## src/sct_pkg.sv

```systemverilog
// constants, enumerations and state layout for the instruction timing core
// assumes a single core clock where one machine cycle is one clock period
package sct_pkg;

	localparam int SCT_OPC_W    = 8;
	localparam int SCT_LEN_W    = 2;
	localparam int SCT_CYC_W    = 4;
	localparam int SCT_WAIT_W   = 3;
	localparam int SCT_RETIRE_W = 16;

	// instruction lengths in bytes
	localparam logic [SCT_LEN_W-1:0] SCT_LEN_0 = 2'h0;
	localparam logic [SCT_LEN_W-1:0] SCT_LEN_1 = 2'h1;
	localparam logic [SCT_LEN_W-1:0] SCT_LEN_2 = 2'h2;
	localparam logic [SCT_LEN_W-1:0] SCT_LEN_3 = 2'h3;

	// execution times in core clocks
	localparam logic [SCT_CYC_W-1:0] SCT_CYC_1      = 4'h1;
	localparam logic [SCT_CYC_W-1:0] SCT_CYC_2      = 4'h2;
	localparam logic [SCT_CYC_W-1:0] SCT_CYC_3      = 4'h3;
	localparam logic [SCT_CYC_W-1:0] SCT_CYC_4      = 4'h4;
	localparam logic [SCT_CYC_W-1:0] SCT_CYC_MULDIV = 4'h9;
	localparam logic [SCT_CYC_W-1:0] SCT_CYC_XMOVE  = 4'h4;
	localparam logic [SCT_CYC_W-1:0] SCT_CYC_INTCAL = 4'h3;

	localparam logic [SCT_RETIRE_W-1:0] SCT_RETIRE_RST = 16'h0000;
	localparam logic [SCT_RETIRE_W-1:0] SCT_RETIRE_ONE = 16'h0001;
	localparam logic [SCT_CYC_W-1:0]    SCT_IDX_ONE    = 4'h1;
	localparam logic [SCT_CYC_W-1:0]    SCT_IDX_RST    = 4'h0;

	// timing classes: bytes and cycles
	typedef enum logic [3:0] {
		SCT_B1C1   = 4'h0,
		SCT_B1C2   = 4'h1,
		SCT_B2C2   = 4'h2,
		SCT_B3C3   = 4'h3,
		SCT_B1C3   = 4'h4,
		SCT_B2C3   = 4'h5,
		SCT_B1C4   = 4'h6,
		SCT_B3C4   = 4'h7,
		SCT_MULDIV = 4'h8,
		SCT_XMOVE  = 4'h9,
		SCT_INTCAL = 4'hA
	} sct_class_type;

	typedef enum logic [1:0] {
		SCT_IDLE = 2'h0,
		SCT_EXEC = 2'h1
	} sct_state_type;

endpackage

```

## src/sct_timing_if.sv

```systemverilog
// carries a timing class to the lookup table and its length and time back
// assumes both ends run on the core clock; the path is combinational
`timescale 1ns/1ns
interface sct_timing_if;
	import sct_pkg::*;

	sct_class_type                 timingClass;
	logic [SCT_WAIT_W-1:0]         waitCount;
	logic [SCT_LEN_W-1:0]          instrBytes;
	logic [SCT_CYC_W-1:0]          instrCycles;

	modport table_end (
		input  timingClass,
		input  waitCount,
		output instrBytes,
		output instrCycles
	);

	modport core_end (
		output timingClass,
		output waitCount,
		input  instrBytes,
		input  instrCycles
	);

endinterface

```

## src/sct_class_table.sv

```systemverilog
// turns a timing class into byte length and clock count
// assumes the wait count, passed through unregistered by the sequencer, is synchronous to clk_sys
`timescale 1ns/1ns
module sct_class_table
	import sct_pkg::*;
(
	sct_timing_if.table_end tbl
);

	always_comb begin
		tbl.instrBytes  = SCT_LEN_1;
		tbl.instrCycles = SCT_CYC_1;
		case (tbl.timingClass)
			SCT_B1C1: begin
				tbl.instrBytes  = SCT_LEN_1;
				tbl.instrCycles = SCT_CYC_1;
			end
			SCT_B1C2: begin
				tbl.instrBytes  = SCT_LEN_1;
				tbl.instrCycles = SCT_CYC_2;
			end
			SCT_B2C2: begin
				tbl.instrBytes  = SCT_LEN_2;
				tbl.instrCycles = SCT_CYC_2;
			end
			SCT_B3C3: begin
				tbl.instrBytes  = SCT_LEN_3;
				tbl.instrCycles = SCT_CYC_3;
			end
			SCT_B1C3: begin
				tbl.instrBytes  = SCT_LEN_1;
				tbl.instrCycles = SCT_CYC_3;
			end
			SCT_B2C3: begin
				tbl.instrBytes  = SCT_LEN_2;
				tbl.instrCycles = SCT_CYC_3;
			end
			SCT_B1C4: begin
				tbl.instrBytes  = SCT_LEN_1;
				tbl.instrCycles = SCT_CYC_4;
			end
			SCT_B3C4: begin
				tbl.instrBytes  = SCT_LEN_3;
				tbl.instrCycles = SCT_CYC_4;
			end
			SCT_MULDIV: begin
				tbl.instrBytes  = SCT_LEN_1;
				tbl.instrCycles = SCT_CYC_MULDIV;
			end
			SCT_XMOVE: begin
				tbl.instrBytes  = SCT_LEN_1;
				// four clocks plus one per wait state
				tbl.instrCycles = SCT_CYC_XMOVE
					+ {1'b0, tbl.waitCount};
			end
			SCT_INTCAL: begin
				// inserted call fetches no code bytes
				tbl.instrBytes  = SCT_LEN_0;
				tbl.instrCycles = SCT_CYC_INTCAL;
			end
			default: begin
				tbl.instrBytes  = SCT_LEN_1;
				tbl.instrCycles = SCT_CYC_1;
			end
		endcase
	end

endmodule

```

## src/sct_timing_core.sv

```systemverilog
// instruction length and clock-count sequencer of the single-cycle core
// assumes opcode, request and wait count are synchronous to clk_sys
`timescale 1ns/1ns
module sct_timing_core
	import sct_pkg::*;
(
	input  wire logic                    clk_sys,
	input  wire logic                    reset,
	input  wire logic                    instrValid,
	input  wire logic [SCT_OPC_W-1:0]    opcode,
	input  wire logic                    interruptCall,
	input  wire logic [SCT_WAIT_W-1:0]   external_move_wait_count,
	output logic                         ready,
	output logic                         busy,
	output logic                         firstCycle,
	output logic                         lastCycle,
	output logic [SCT_CYC_W-1:0]         cycleIndex,
	output logic [SCT_LEN_W-1:0]         instrLength,
	output logic [SCT_CYC_W-1:0]         instrCycles,
	output logic [SCT_RETIRE_W-1:0]      retiredCount
);

	typedef struct packed {
		sct_state_type               state;
		logic                        ready;
		logic                        busy;
		logic                        first;
		logic                        last;
		logic [SCT_CYC_W-1:0]        remain;
		logic [SCT_CYC_W-1:0]        index;
		logic [SCT_LEN_W-1:0]        length;
		logic [SCT_CYC_W-1:0]        cycles;
		logic [SCT_RETIRE_W-1:0]     retired;
	} sct_core_type;

	localparam sct_core_type SCT_CORE_RST = '{
		state:   SCT_IDLE,
		ready:   1'b0,
		busy:    1'b0,
		first:   1'b0,
		last:    1'b0,
		remain:  SCT_IDX_RST,
		index:   SCT_IDX_RST,
		length:  SCT_LEN_0,
		cycles:  SCT_IDX_RST,
		retired: SCT_RETIRE_RST
	};

	sct_core_type s;
	sct_core_type next_s;
	logic         acceptNow;

	sct_timing_if tim ();

	// opcode map of the classic 8-bit instruction set
	function automatic sct_class_type classify(input logic [7:0] op);
		sct_class_type c;
		c = SCT_B1C1;
		casez (op)
			8'h00: c = SCT_B1C1;
			8'b????0001: c = SCT_B2C3;
			8'h02: c = SCT_B3C4;
			8'h12: c = SCT_B3C4;
			8'h03, 8'h13, 8'h23, 8'h33: c = SCT_B1C1;
			8'h04, 8'h14: c = SCT_B1C1;
			8'h05, 8'h15: c = SCT_B2C2;
			8'b000?011?: c = SCT_B1C2;
			8'b000?1???: c = SCT_B1C1;
			8'h10, 8'h20, 8'h30: c = SCT_B3C4;
			8'h22, 8'h32: c = SCT_B1C4;
			// add and add with carry
			8'h24, 8'h34: c = SCT_B2C2;
			8'h25, 8'h35: c = SCT_B2C2;
			8'b001?011?: c = SCT_B1C2;
			8'b001?1???: c = SCT_B1C1;
			// relative jumps on carry, zero and always
			8'h40, 8'h50, 8'h60, 8'h70: c = SCT_B2C3;
			8'h80: c = SCT_B2C3;
			// or, and, exclusive or
			8'h42, 8'h52, 8'h62: c = SCT_B2C2;
			8'h43, 8'h53, 8'h63: c = SCT_B3C3;
			8'h44, 8'h54, 8'h64: c = SCT_B2C2;
			8'h45, 8'h55, 8'h65: c = SCT_B2C2;
			8'h46, 8'h47, 8'h56, 8'h57: c = SCT_B1C2;
			8'h66, 8'h67: c = SCT_B1C2;
			8'b01001???, 8'b01011???: c = SCT_B1C1;
			8'b01101???: c = SCT_B1C1;
			8'h72, 8'h82: c = SCT_B2C2;
			8'h73: c = SCT_B1C3;
			8'h74: c = SCT_B2C2;
			8'h75: c = SCT_B3C3;
			8'b0111011?: c = SCT_B2C2;
			8'b01111???: c = SCT_B2C2;
			8'h83, 8'h93: c = SCT_B1C4;
			8'h84, 8'hA4: c = SCT_MULDIV;
			8'h85: c = SCT_B3C3;
			8'b1000011?: c = SCT_B2C2;
			8'b10001???: c = SCT_B2C2;
			8'h90: c = SCT_B3C3;
			8'h92: c = SCT_B2C2;
			// subtract with borrow
			8'h94: c = SCT_B2C2;
			8'h95: c = SCT_B2C2;
			8'b1001011?: c = SCT_B1C2;
			8'b10011???: c = SCT_B1C1;
			8'hA0, 8'hA2, 8'hB0: c = SCT_B2C2;
			8'hA3: c = SCT_B1C3;
			8'hA5: c = SCT_B1C1;
			8'b1010011?: c = SCT_B2C2;
			8'b10101???: c = SCT_B2C2;
			8'hB2: c = SCT_B2C2;
			8'hB3: c = SCT_B1C1;
			8'hB4, 8'hB5: c = SCT_B3C4;
			8'b1011011?: c = SCT_B3C4;
			8'b10111???: c = SCT_B3C4;
			8'hC0, 8'hD0: c = SCT_B2C2;
			8'hC2, 8'hD2: c = SCT_B2C2;
			8'hC3, 8'hD3: c = SCT_B1C1;
			8'hC4: c = SCT_B1C1;
			8'hC5: c = SCT_B2C2;
			8'b1100011?: c = SCT_B1C2;
			8'b11001???: c = SCT_B1C1;
			8'hD4: c = SCT_B1C2;
			8'hD5: c = SCT_B3C4;
			8'b1101011?: c = SCT_B1C2;
			8'b11011???: c = SCT_B2C3;
			// external data moves, both widths and directions
			8'hE0, 8'hF0: c = SCT_XMOVE;
			8'b111?001?: c = SCT_XMOVE;
			8'hE4, 8'hF4: c = SCT_B1C1;
			8'hE5, 8'hF5: c = SCT_B2C2;
			8'b111?011?: c = SCT_B1C2;
			8'b111?1???: c = SCT_B1C1;
			default: c = SCT_B1C1;
		endcase
		return c;
	endfunction

	assign acceptNow = s.ready && instrValid;

	always_comb begin
		tim.timingClass = interruptCall ? SCT_INTCAL
			: classify(opcode);
		tim.waitCount   = external_move_wait_count;
	end

	sct_class_table u_table (
		.tbl (tim.table_end)
	);

	// one step of the count per core clock
	always_comb begin
		next_s       = s;
		next_s.first = 1'b0;
		next_s.last  = 1'b0;
		if (s.last) begin
			next_s.retired = s.retired + SCT_RETIRE_ONE;
		end
		case (s.state)
			SCT_IDLE: begin
				next_s.ready  = 1'b1;
				next_s.remain = SCT_IDX_RST;
				next_s.index  = SCT_IDX_RST;
			end
			SCT_EXEC: begin
				if (s.remain == SCT_IDX_ONE) begin
					next_s.state  = SCT_IDLE;
					next_s.ready  = 1'b1;
					next_s.remain = SCT_IDX_RST;
					next_s.index  = SCT_IDX_RST;
				end else begin
					next_s.remain = s.remain - SCT_IDX_ONE;
					next_s.index  = s.index + SCT_IDX_ONE;
					next_s.last   = (s.remain == SCT_CYC_2);
					next_s.ready  = (s.remain == SCT_CYC_2);
				end
			end
			default: begin
				next_s.state = SCT_IDLE;
				next_s.ready = 1'b0;
			end
		endcase
		// a new instruction starts in the cycle after it is taken
		if (acceptNow) begin
			next_s.state  = SCT_EXEC;
			next_s.first  = 1'b1;
			next_s.index  = SCT_IDX_RST;
			next_s.remain = tim.instrCycles;
			next_s.cycles = tim.instrCycles;
			next_s.length = tim.instrBytes;
			next_s.last   = (tim.instrCycles == SCT_CYC_1);
			next_s.ready  = (tim.instrCycles == SCT_CYC_1);
		end
		// busy output straight from its own flip-flop
		next_s.busy = (next_s.state == SCT_EXEC);
	end

	always_ff @(posedge clk_sys) begin
		if (reset) begin
			s <= SCT_CORE_RST;
		end else begin
			s <= next_s;
		end
	end

	assign ready        = s.ready;
	assign busy         = s.busy;
	assign firstCycle   = s.first;
	assign lastCycle    = s.last;
	assign cycleIndex   = s.index;
	assign instrLength  = s.length;
	assign instrCycles  = s.cycles;
	assign retiredCount = s.retired;

endmodule

```

## config.mk

```make
export PLATFORM = sky130hd
export DESIGN_NAME = sct_timing_core
export DESIGN_NICKNAME = d
export VERILOG_FILES = /design/src/sct_pkg.sv /design/src/sct_timing_if.sv /design/src/sct_class_table.sv /design/src/sct_timing_core.sv
export SDC_FILE = /design/constraint.sdc
export NUM_CORES = 1
export LEC_CHECK = 0
export BUFFER_PORTS_ARGS = -buffer_cell sky130_fd_sc_hd__clkbuf_2
export CAP_MARGIN = 20
export CORE_MARGIN = 2
export CORE_UTILIZATION = 40
export DETAILED_ROUTE_END_ITERATION = 10
export PLACE_DENSITY = 0.75
export SLEW_MARGIN = 20
export SYNTH_ARGS = -nofsm -noshare
export SYNTH_HDL_FRONTEND = slang
export SYNTH_SLANG_ARGS = --single-unit
export TNS_END_PERCENT = 20
```

## constraint.sdc

```tcl
create_clock -name clk_sys -period 1.8 [get_ports clk_sys]
set_input_delay 0 -clock clk_sys [delete_from_list [all_inputs] [get_ports clk_sys]]
set_output_delay 0 -clock clk_sys [all_outputs]
set_load 0.01 [all_outputs]
```

* Yosys cells after proc, flatten, opt, wreduce, memory -nomap -nowiden
Cells that the tools add are included.
** Cells by class
- $add $sub $neg :: 4
- Eq/ne operators :: 121
- Multiplexer cells :: 14
- Reduce and logical (&&, ||, !) cells :: 21
** Operators by type and width (number)
- 8-bit equality test, second input constant :: 36
- 8-bit by 7-bit equality test with 1-bit output, second input constant :: 26
- 8-bit by 6-bit equality test with 1-bit output, second input constant :: 10
- 7-bit equality test, second input constant :: 6
- 8-bit by 5-bit equality test with 1-bit output, second input constant :: 5
- 4-bit one-hot mux with 10 select lines :: 1
- 38-bit OR reduction :: 1
- 5-bit equality test, second input constant :: 6
- 22-bit OR reduction :: 1
- 4-bit by 1-bit equality test with 1-bit output, second input constant :: 5
- 5-bit by 4-bit equality test with 1-bit output, second input constant :: 4
- 4-bit one-hot mux with 5 select lines :: 1
- 16-bit by 1-bit adder with 16-bit output, second input constant :: 1
- 4-bit by 2-bit equality test with 1-bit output, second input constant :: 4
- 4-bit by 3-bit equality test with 1-bit output, second input constant :: 4
- 4-bit equality test, second input constant :: 4
- 8-bit by 2-bit equality test with 1-bit output, second input constant :: 2
- 8-bit by 3-bit equality test with 1-bit output, second input constant :: 2
- 16-bit two-way mux :: 1
- 8-bit one-hot mux with 2 select lines :: 1
- 2-bit OR reduction :: 7
- 13-bit OR reduction :: 1
- 6-bit equality test, second input constant :: 2
- 10-bit OR reduction :: 1
- 24 further kinds :: 28
** Word-level totals
- Register bits after elaboration :: 36
- Bits of input ports :: 15

* Longest topological paths before layout
Gate-level depths: netlist of the first run.
- Word-level depth :: 10
- Mapped depth :: 9
- Depth with buffers taken out :: 8

* By module
A second synthesis of the first run with hierarchy kept.
** Second synthesis, totals
- Cell total of the unflattened synthesis :: 320
- Area, all modules :: 2401.1 um^2
** By module, submodules not included
- sct_timing_core :: instances 1, cells each 301, area each 2288.4 um^2
- sct_class_table :: instances 1, cells each 19, area each 112.6 um^2

* Least setup slack after synthesis of the first run
Ideal clock, no wire load.
- Path type :: input to register
- From :: input opcode[2]
- To :: register s (netlist bit instrLength[1])
- Data arrival time :: 1.732 ns
- Setup slack :: -0.049 ns
- Stages :: 7
- Path buffers :: 0
- Cell sequence :: or3_4 a2111oi_2 a31o_2 nor4b_4 a2111oi_4 o21bai_1 a22o_1
** Between the ends
- Cells in the longest elaborated chain, start to end :: 7
- Elaborated cells between the ends (all ways) :: 114
** Ends and longest elaborated chain
- start, declared :: RTL line sct_timing_core.sv:10 : input wire logic [SCT_OPC_W-1:0] opcode,
- 8-bit equality test (tied with other cells) :: RTL line sct_timing_core.sv:59 : casez (op)
- 38-bit OR reduction (no line) (tied with other cells)
- 4-bit one-hot mux with 10 select lines * :: RTL line sct_timing_core.sv:59
- 4-bit two-way mux * :: RTL line sct_timing_core.sv:142 : tim.timingClass = interruptCall ? SCT_INTCAL
- 4-bit by 2-bit equality test with 1-bit output / 4-bit by 3-bit equality test with 1-bit output (equally long branches) :: RTL line sct_class_table.sv:13 : case (tbl.timingClass)
- 2-bit OR reduction (no line)
- 2-bit one-hot mux with 3 select lines * :: RTL line sct_class_table.sv:13
- end signal, assigned :: RTL line sct_timing_core.sv:202 : s <= next_s;
- end, declared :: RTL line sct_timing_core.sv:49 : sct_core_type s;
Mark *: on every way between the ends. The rest lies on a longest branch, timed or not.
A chain may end at the register's enable or synchronous reset.

* Final worst setup path of the first run
- From :: input opcode[1]
- To :: register s (netlist bit instrLength[1])
Same word-level chain as after synthesis.

==> flow_summary.toml, run 1 <==
[grt]
grt_first_pass_wirelength_um = 10200
busiest_layer = "met2"
grt_max_degree = 19
grtUsageMet3_pct = 2.65
grt.overflow.total = 0
track_usage_pct = 17.3
antenna_found_initial = 0
grt_pass1_vias = 2279
grt_use_met1_pct = 21.7
use_met2_pct = 30.2

[synth]
ys_ff_latch = 36
netlist_top_cells_count = "dfxtp_1 (36), nor2_1 (35), buf_4 (29)"
synth_warnings = 0
synth_edf_count = 0
synth.avg_cell_area_um2 = 7.91
synth_top_area_share_pct = 28.0
yosysUniqueCellTypes = 67
yosysSeqAreaShare_pct = 28.0
synth_xor_area_share_pct = 4.09
yosys.area_share.adder_pct = 2.43
async_flop_share_pct = 0
synth_most_common_cell = "dfxtp_1"
synth_area_leaders = "dfxtp_1 (28%), buf_4 (8.5%), nor2_1 (5.1%), a21oi_1 (4.5%), nand2_1 (3.7%)"
syn_nets = 345
synth.area.mux_share_pct = 0.389
synth-main-ff-cell = "dfxtp_1"
synth_top_area_cell = "dfxtp_1"
synthSimpleGateAreaFrac_pct = 32.1
synth_compound_area_share_pct = 20.4
syn-cell-area_um2 = 2570
syn_inst = 325
synth_top_family_by_area = "simple AND/OR/NAND/NOR gates"

[die]
core_um2 = 6280
die_area_um2 = 7080
start_util_pct = 40.9
ios = 45
dieWidth_um = 84.2
die_h_um = 84.2
rows = 29

[pwr]
p_per_area_nw_per_um2 = 571
leakage_uw = 0.00133
ir_drop_v = 0.000518

[clocking]
cts_max_path_buffers = 2
cts_tree = "yes"
cts_sinks = 36
clockRootBuffer = "clkbuf_8"
clkLatencyLatePin_ps = 290
numCtsBuffers = 5
htree_levels = 2
clk_pin_slew_ps = 70

[sta]
rsz0062_at_grt = "yes"
hold_viol_final = 0
fmax_ghz = 0.566
period_needed_ps = 1770
setup_viol = 0
maxSlewViolCount = 0
post-route-period-util_pct = 98.1
clock_skew_ps = 9.17
finalSetupTns_ps = 0

[place]
place_inst = 448
detailed_place_hpwl_um = 4780
numPortBuffers = 44
gp_congestion = 0.868

[setup_path]
slowest_stage = "or3b_1"
crit_chain = "buf_2 > or3b_1 > o32ai_2 > nor2b_4 > nor4_4 > a2111oi_4 > o21bai_1 > a22o_1"
critPathKind = "primary input to flop"
critical_path_required_ps = 1980
cp-start-kind = "primary input"
end_kind = "flop"
crit_arrival_ps = 1950
reg2reg_depth = 6
crit_fanout = 6
critical-path-max-stage-delay_ps = 460

[detailed_routing]
ant_nets = 0
wirelength_um = 6260
viasPerCell = 5.45
drtPass1Iterations = 4
wl_per_cell_um = 13.7
drt-initial-drc-count = 122
num_vias = 2496
drcViolationCount = 0

[finish]
n_antenna_cell = 0
syn_to_final_growth_pct = 21.1
fillers = 599
seq_area_um2 = 721
drive_gt1_share_pct = 30.7
final_util_pct = 49.6
fin_nets = 400
stdcell_count = 458
multiInputGateArea_um2 = 1610

[worst_hold_path]
min_path_cells = 3
hold_path_class = "primary input to flop"

[run]
cap_violations = 0

[outcome]
status = "finished, final reports clean"
per-stage QoR:
| stage | area (µm²) | setup WS, ps | power [µW] | hold slack [ps] |
|---|---|---|---|---|
| after detailed placement | 2920 | -301 | 1210 | 298 |
| after floorplan | 2580 | 5.06 | 1070 | 184 |
| after global placement | 2920 | -252 | 1200 | 299 |
| after CTS | 3020 | 3.80 | 1770 | 35.0 |
| final | 3110 | 34.5 | 1780 | 43.3 |
| after global routing | 3110 | -69.3 | 1860 | 56.2 |
layout by cell type, fill, tap and decap left out, types with 3 or more instances in the layout:
cell type	count
dfxtp_1	36
nand2b_1	8
ha_1	5
and3_1	6
o21ai_0	13
or3_1	5
nor3b_1	6
o21ai_1	3
nand4_1	5
buf_4	46
clkbuf_2	39
nor2b_1	7
nand3b_1	3
o211ai_1	5
nor2_1	34
nor3_1	10
xor2_1	10
nand3_1	11
inv_1	5
nand2_1	25
a21oi_1	23
a31oi_1	4
clkbuf_8	5
or2_2	3
a211oi_1	3
cell families after synthesis:
group	after synthesis
AOI/OAI and AO/OA	76
xor gates and xnor gates	12
and+or+nand+nor	147
muxes	1
buffers and inverters	47
DFF	36
adders and majority gates	5
other	1
layer usage:
metal | vias up | routed length [µm]
met5 | - | 0
met4 | 0 | 149
met3 | 19 | 261
met2 | 75 | 3080
met1 | 1150 | 2760
li1 | 1252 | -
critical path, delay by kind of cell:
family / cells / cell delay, ps
AOI/OAI and AO/OA: 4 / 1040
buffers and inverters: 1 / 150
and+or+nand+nor: 3 / 760
layout make-up:
| type | count | area share, % |
|---|---|---|
| Clock buffer | 5 | 2.21 |
| Clock inverter | 3 | 0.603 |
| Timing Repair Buffer | 90 | 18.7 |
| Inverter | 5 | 0.603 |
| Tap cell | 77 | 3.10 |
| Multi-Input combinational cell | 242 | 51.6 |
| Sequential cell | 36 | 23.2 |
state kept, by name (all words and copies together) (netlist names):
name,flops
ready,1
cycleIndex,4
retiredCount,16
busy,1
firstCycle,1
s,6
instrLength,2
lastCycle,1
instrCycles,4
path summary, 6_finish.rpt:
kind	from	to	slack (ps)
setup reg to reg	s[27]$_SDFFE_PP0P_	cycleIndex[3]$_SDFFE_PP0N_	100
hold / removal	external_move_wait_count[2]	instrCycles[3]$_SDFFE_PP0P_	40
setup / recovery	opcode[1]	instrLength[1]$_SDFFE_PP0P_	30
hold reg to reg	instrCycles[3]$_SDFFE_PP0P_	instrCycles[3]$_SDFFE_PP0P_	460
what timing repair did:
| item | CTS | global route |
|---|---|---|
| resized for setup | 0 | 24 |
| setup buffers | 0 | 1 |
| endpoints found under the setup margin | 0 | 13 |
| endpoints found under the hold margin | 1 | 0 |
| hold buffers | 1 | 0 |
power by group:
| part | internal (µW) | leakage (µW) | switching (µW) | total [µW] |
|---|---|---|---|---|
| Sequential | 812 | 0.000291 | 14.6 | 826 |
| Combinational | 182 | 0.000993 | 203 | 385 |
| Clock | 269 | 0.0000479 | 296 | 565 |
Power figures use the tool's default switching activity.
==> inputs of run 2 (changes only) <==
--- a/config.mk
+++ b/config.mk
@@ -10,7 +10,7 @@
 export CORE_MARGIN = 2
 export CORE_UTILIZATION = 40
 export DETAILED_ROUTE_END_ITERATION = 10
-export PLACE_DENSITY = 0.75
+export PLACE_DENSITY = 0.72
 export SLEW_MARGIN = 20
 export SYNTH_ARGS = -nofsm -noshare
 export SYNTH_HDL_FRONTEND = slang
==> constraint.sdc (replaced) <==
create_clock -name clk_sys -period 1.7 [get_ports clk_sys]
set_input_delay 0 -clock clk_sys [delete_from_list [all_inputs] [get_ports clk_sys]]
set_output_delay 0 -clock clk_sys [all_outputs]
set_load 0.01 [all_outputs]
==> run 2 against run 1 <==
The run now ends with setup timing left. Hold slack worse by 16 ps. Utilization up 4.5 points. Clock power up 3%. Sequential share of layout area down 1.9 points. Critical path type unchanged. Critical endpoint unchanged.
==> flow_summary.toml, run 2 (synthesized netlist as in run 1, its figures left out) <==
[sta]
hold_viol_final = 0
post-route-period-util_pct = 103
fmax_ghz = 0.570
rsz0062_at_grt = "yes"
setup_ws_ps = -52.9
maxSlewViolCount = 0
clock_skew_ps = 8.68
period_needed_ps = 1750
setup_viol = 6

[grt]
grt_pass1_vias = 2486
grt_max_degree = 19
track_usage_pct = 18.9
grt_first_pass_wirelength_um = 11100
grt.overflow.total = 0
antenna_found_initial = 0

[place]
gp_congestion = 0.879
detailed_place_hpwl_um = 4940
pre_cts_ws_ps = -507
numPortBuffers = 44
place_inst = 455

[pwr]
p_int_uw = 1390
p_per_area_nw_per_um2 = 571
leakage_uw = 0.00146
p_seq_share_pct = 45.2
ir_drop_v = 0.000507
pwr-share-clk_pct = 30.0
switching_power_uw = 543
p_comb_share_pct = 24.8
p_total_uw = 1940
switching_share_pct = 28.0

[clocking]
clkLatencyLatePin_ps = 280
cts_tree = "yes"
clk_pin_slew_ps = 70
clockRootBuffer = "clkbuf_8"
cts_sinks = 36
cts_max_path_buffers = 2
htree_levels = 2
ctsHoldBuffers = 0
numCtsBuffers = 5

[die]
ios = 45
die_area_um2 = 7080
rows = 29
core_um2 = 6280
start_util_pct = 40.9
die_h_um = 84.2
dieWidth_um = 84.2

[detailed_routing]
ant_nets = 0
wl_per_cell_um = 14.4
drt-initial-drc-count = 106
drtPass1Iterations = 4
viasPerCell = 5.42
num_vias = 2571
wirelength_um = 6820
drcViolationCount = 0

[finish]
final_util_pct = 54.1
n_antenna_cell = 0
layout_common_cells = "buf_4 (57), dfxtp_1 (36), clkbuf_2 (36)"
fin_nets = 416
syn_to_final_growth_pct = 32.0
layout_commonest_cell = "buf_4"
largest_reg_flops = 16
drive_gt1_share_pct = 35.8
stdcell_count = 474

[worst_hold_path]
worstHoldStart = "reset"
hold_path_class = "primary input to flop"

[run]
cap_violations = 0

[outcome]
status = "finished with violations"
violations = "setup timing"

[setup_path]
crit_arrival_ps = 1930
end_kind = "flop"
cp-startpoint = "opcode[1]"
crit_fanout = 5
r2r-start = "s[27]$_SDFFE_PP0P_"
critical_path_required_ps = 1880
critical-path-max-stage-delay_ps = 460
cp-start-kind = "primary input"
critPathKind = "primary input to flop"
slowest_stage = "a2111oi_4"
crit_chain = "clkbuf_16 > buf_8 > nor4bb_4 > and3_4 > o31ai_4 > nor4b_4 > buf_4 > a2111oi_4 > o21bai_1 > a22o_1"
## run 2: cell types whose count changed in the layout (fill, tap and decap cells not counted), sizes merged
| cell | previous run | this run |
|---|---|---|
| buf | 48 | 68 |
| clkinv | 3 | 1 |
| clkbuf | 46 | 45 |
| dlygate4sd3 | 1 | 0 |
## run 2: worst max-delay path: cells and delay by family
| kind | cells | cell delay, ps |
|---|---|---|
| AO/OA/AOI/OAI | 4 | 810 |
| buffers and inverters | 3 | 400 |
| AND/OR/NAND/NOR | 3 | 710 |
## run 2: per-layer routing
metal | track usage [%] | share of wire (%) | vias to the layer above | routed length, µm
li1 | - | - | 1280 | -
met5 | 0 | 0 | - | 0
met1 | 22.3 | 42 | 1205 | 2850
met4 | 6.45 | 2.9 | 0 | 197
met2 | 34.6 | 52 | 66 | 3580
met3 | 2.75 | 2.8 | 20 | 189
## run 2: repair_timing
item,4_1_cts,5_1_grt
cloned,0,1
gates resized for setup,30,23
endpoints found under the setup margin,12,13
buffers inserted,5,5
pin swaps,14,9
## run 2: per-stage QoR
stage	TNS [ps]	hold WS, ps	area, µm²
finish	-228	27.0	3390
floorplan	-377	184	2580
global placement	-4310	314	2970
global route	-1220	40.0	3390
detailed placement	-4670	321	2970
CTS	-22.7	17.3	3260
## run 2: final timing paths
kind                                 endpoint  slack, ps  cells past startpoint
setup / recovery  instrLength[1]$_SDFFE_PP0P_        -50                     10
hold / removal                busy$_SDFF_PP0_         30                      2
setup reg to reg   cycleIndex[3]$_SDFFE_PP0N_        110                      6
hold reg to reg   instrCycles[3]$_SDFFE_PP0P_        450                      2
## run 2: power groups by stage
stage	Clock, µW	Sequential [µW]	Combinational (µW)
CTS	602	875	445
global route	629	877	519
floorplan	0	891	247
finish	582	875	481
global placement	0	894	389
detailed placement	0	894	391
## run 2: area by class of cell
class,instances,area (µm²)
fillers,585,2880
well taps,77,96.3
clock buffers,7,76.3
repair buffers,106,790
flip-flops and latches,36,721
inverters,5,18.8
clock inverters,1,8.76
multi-input cells,242,1680
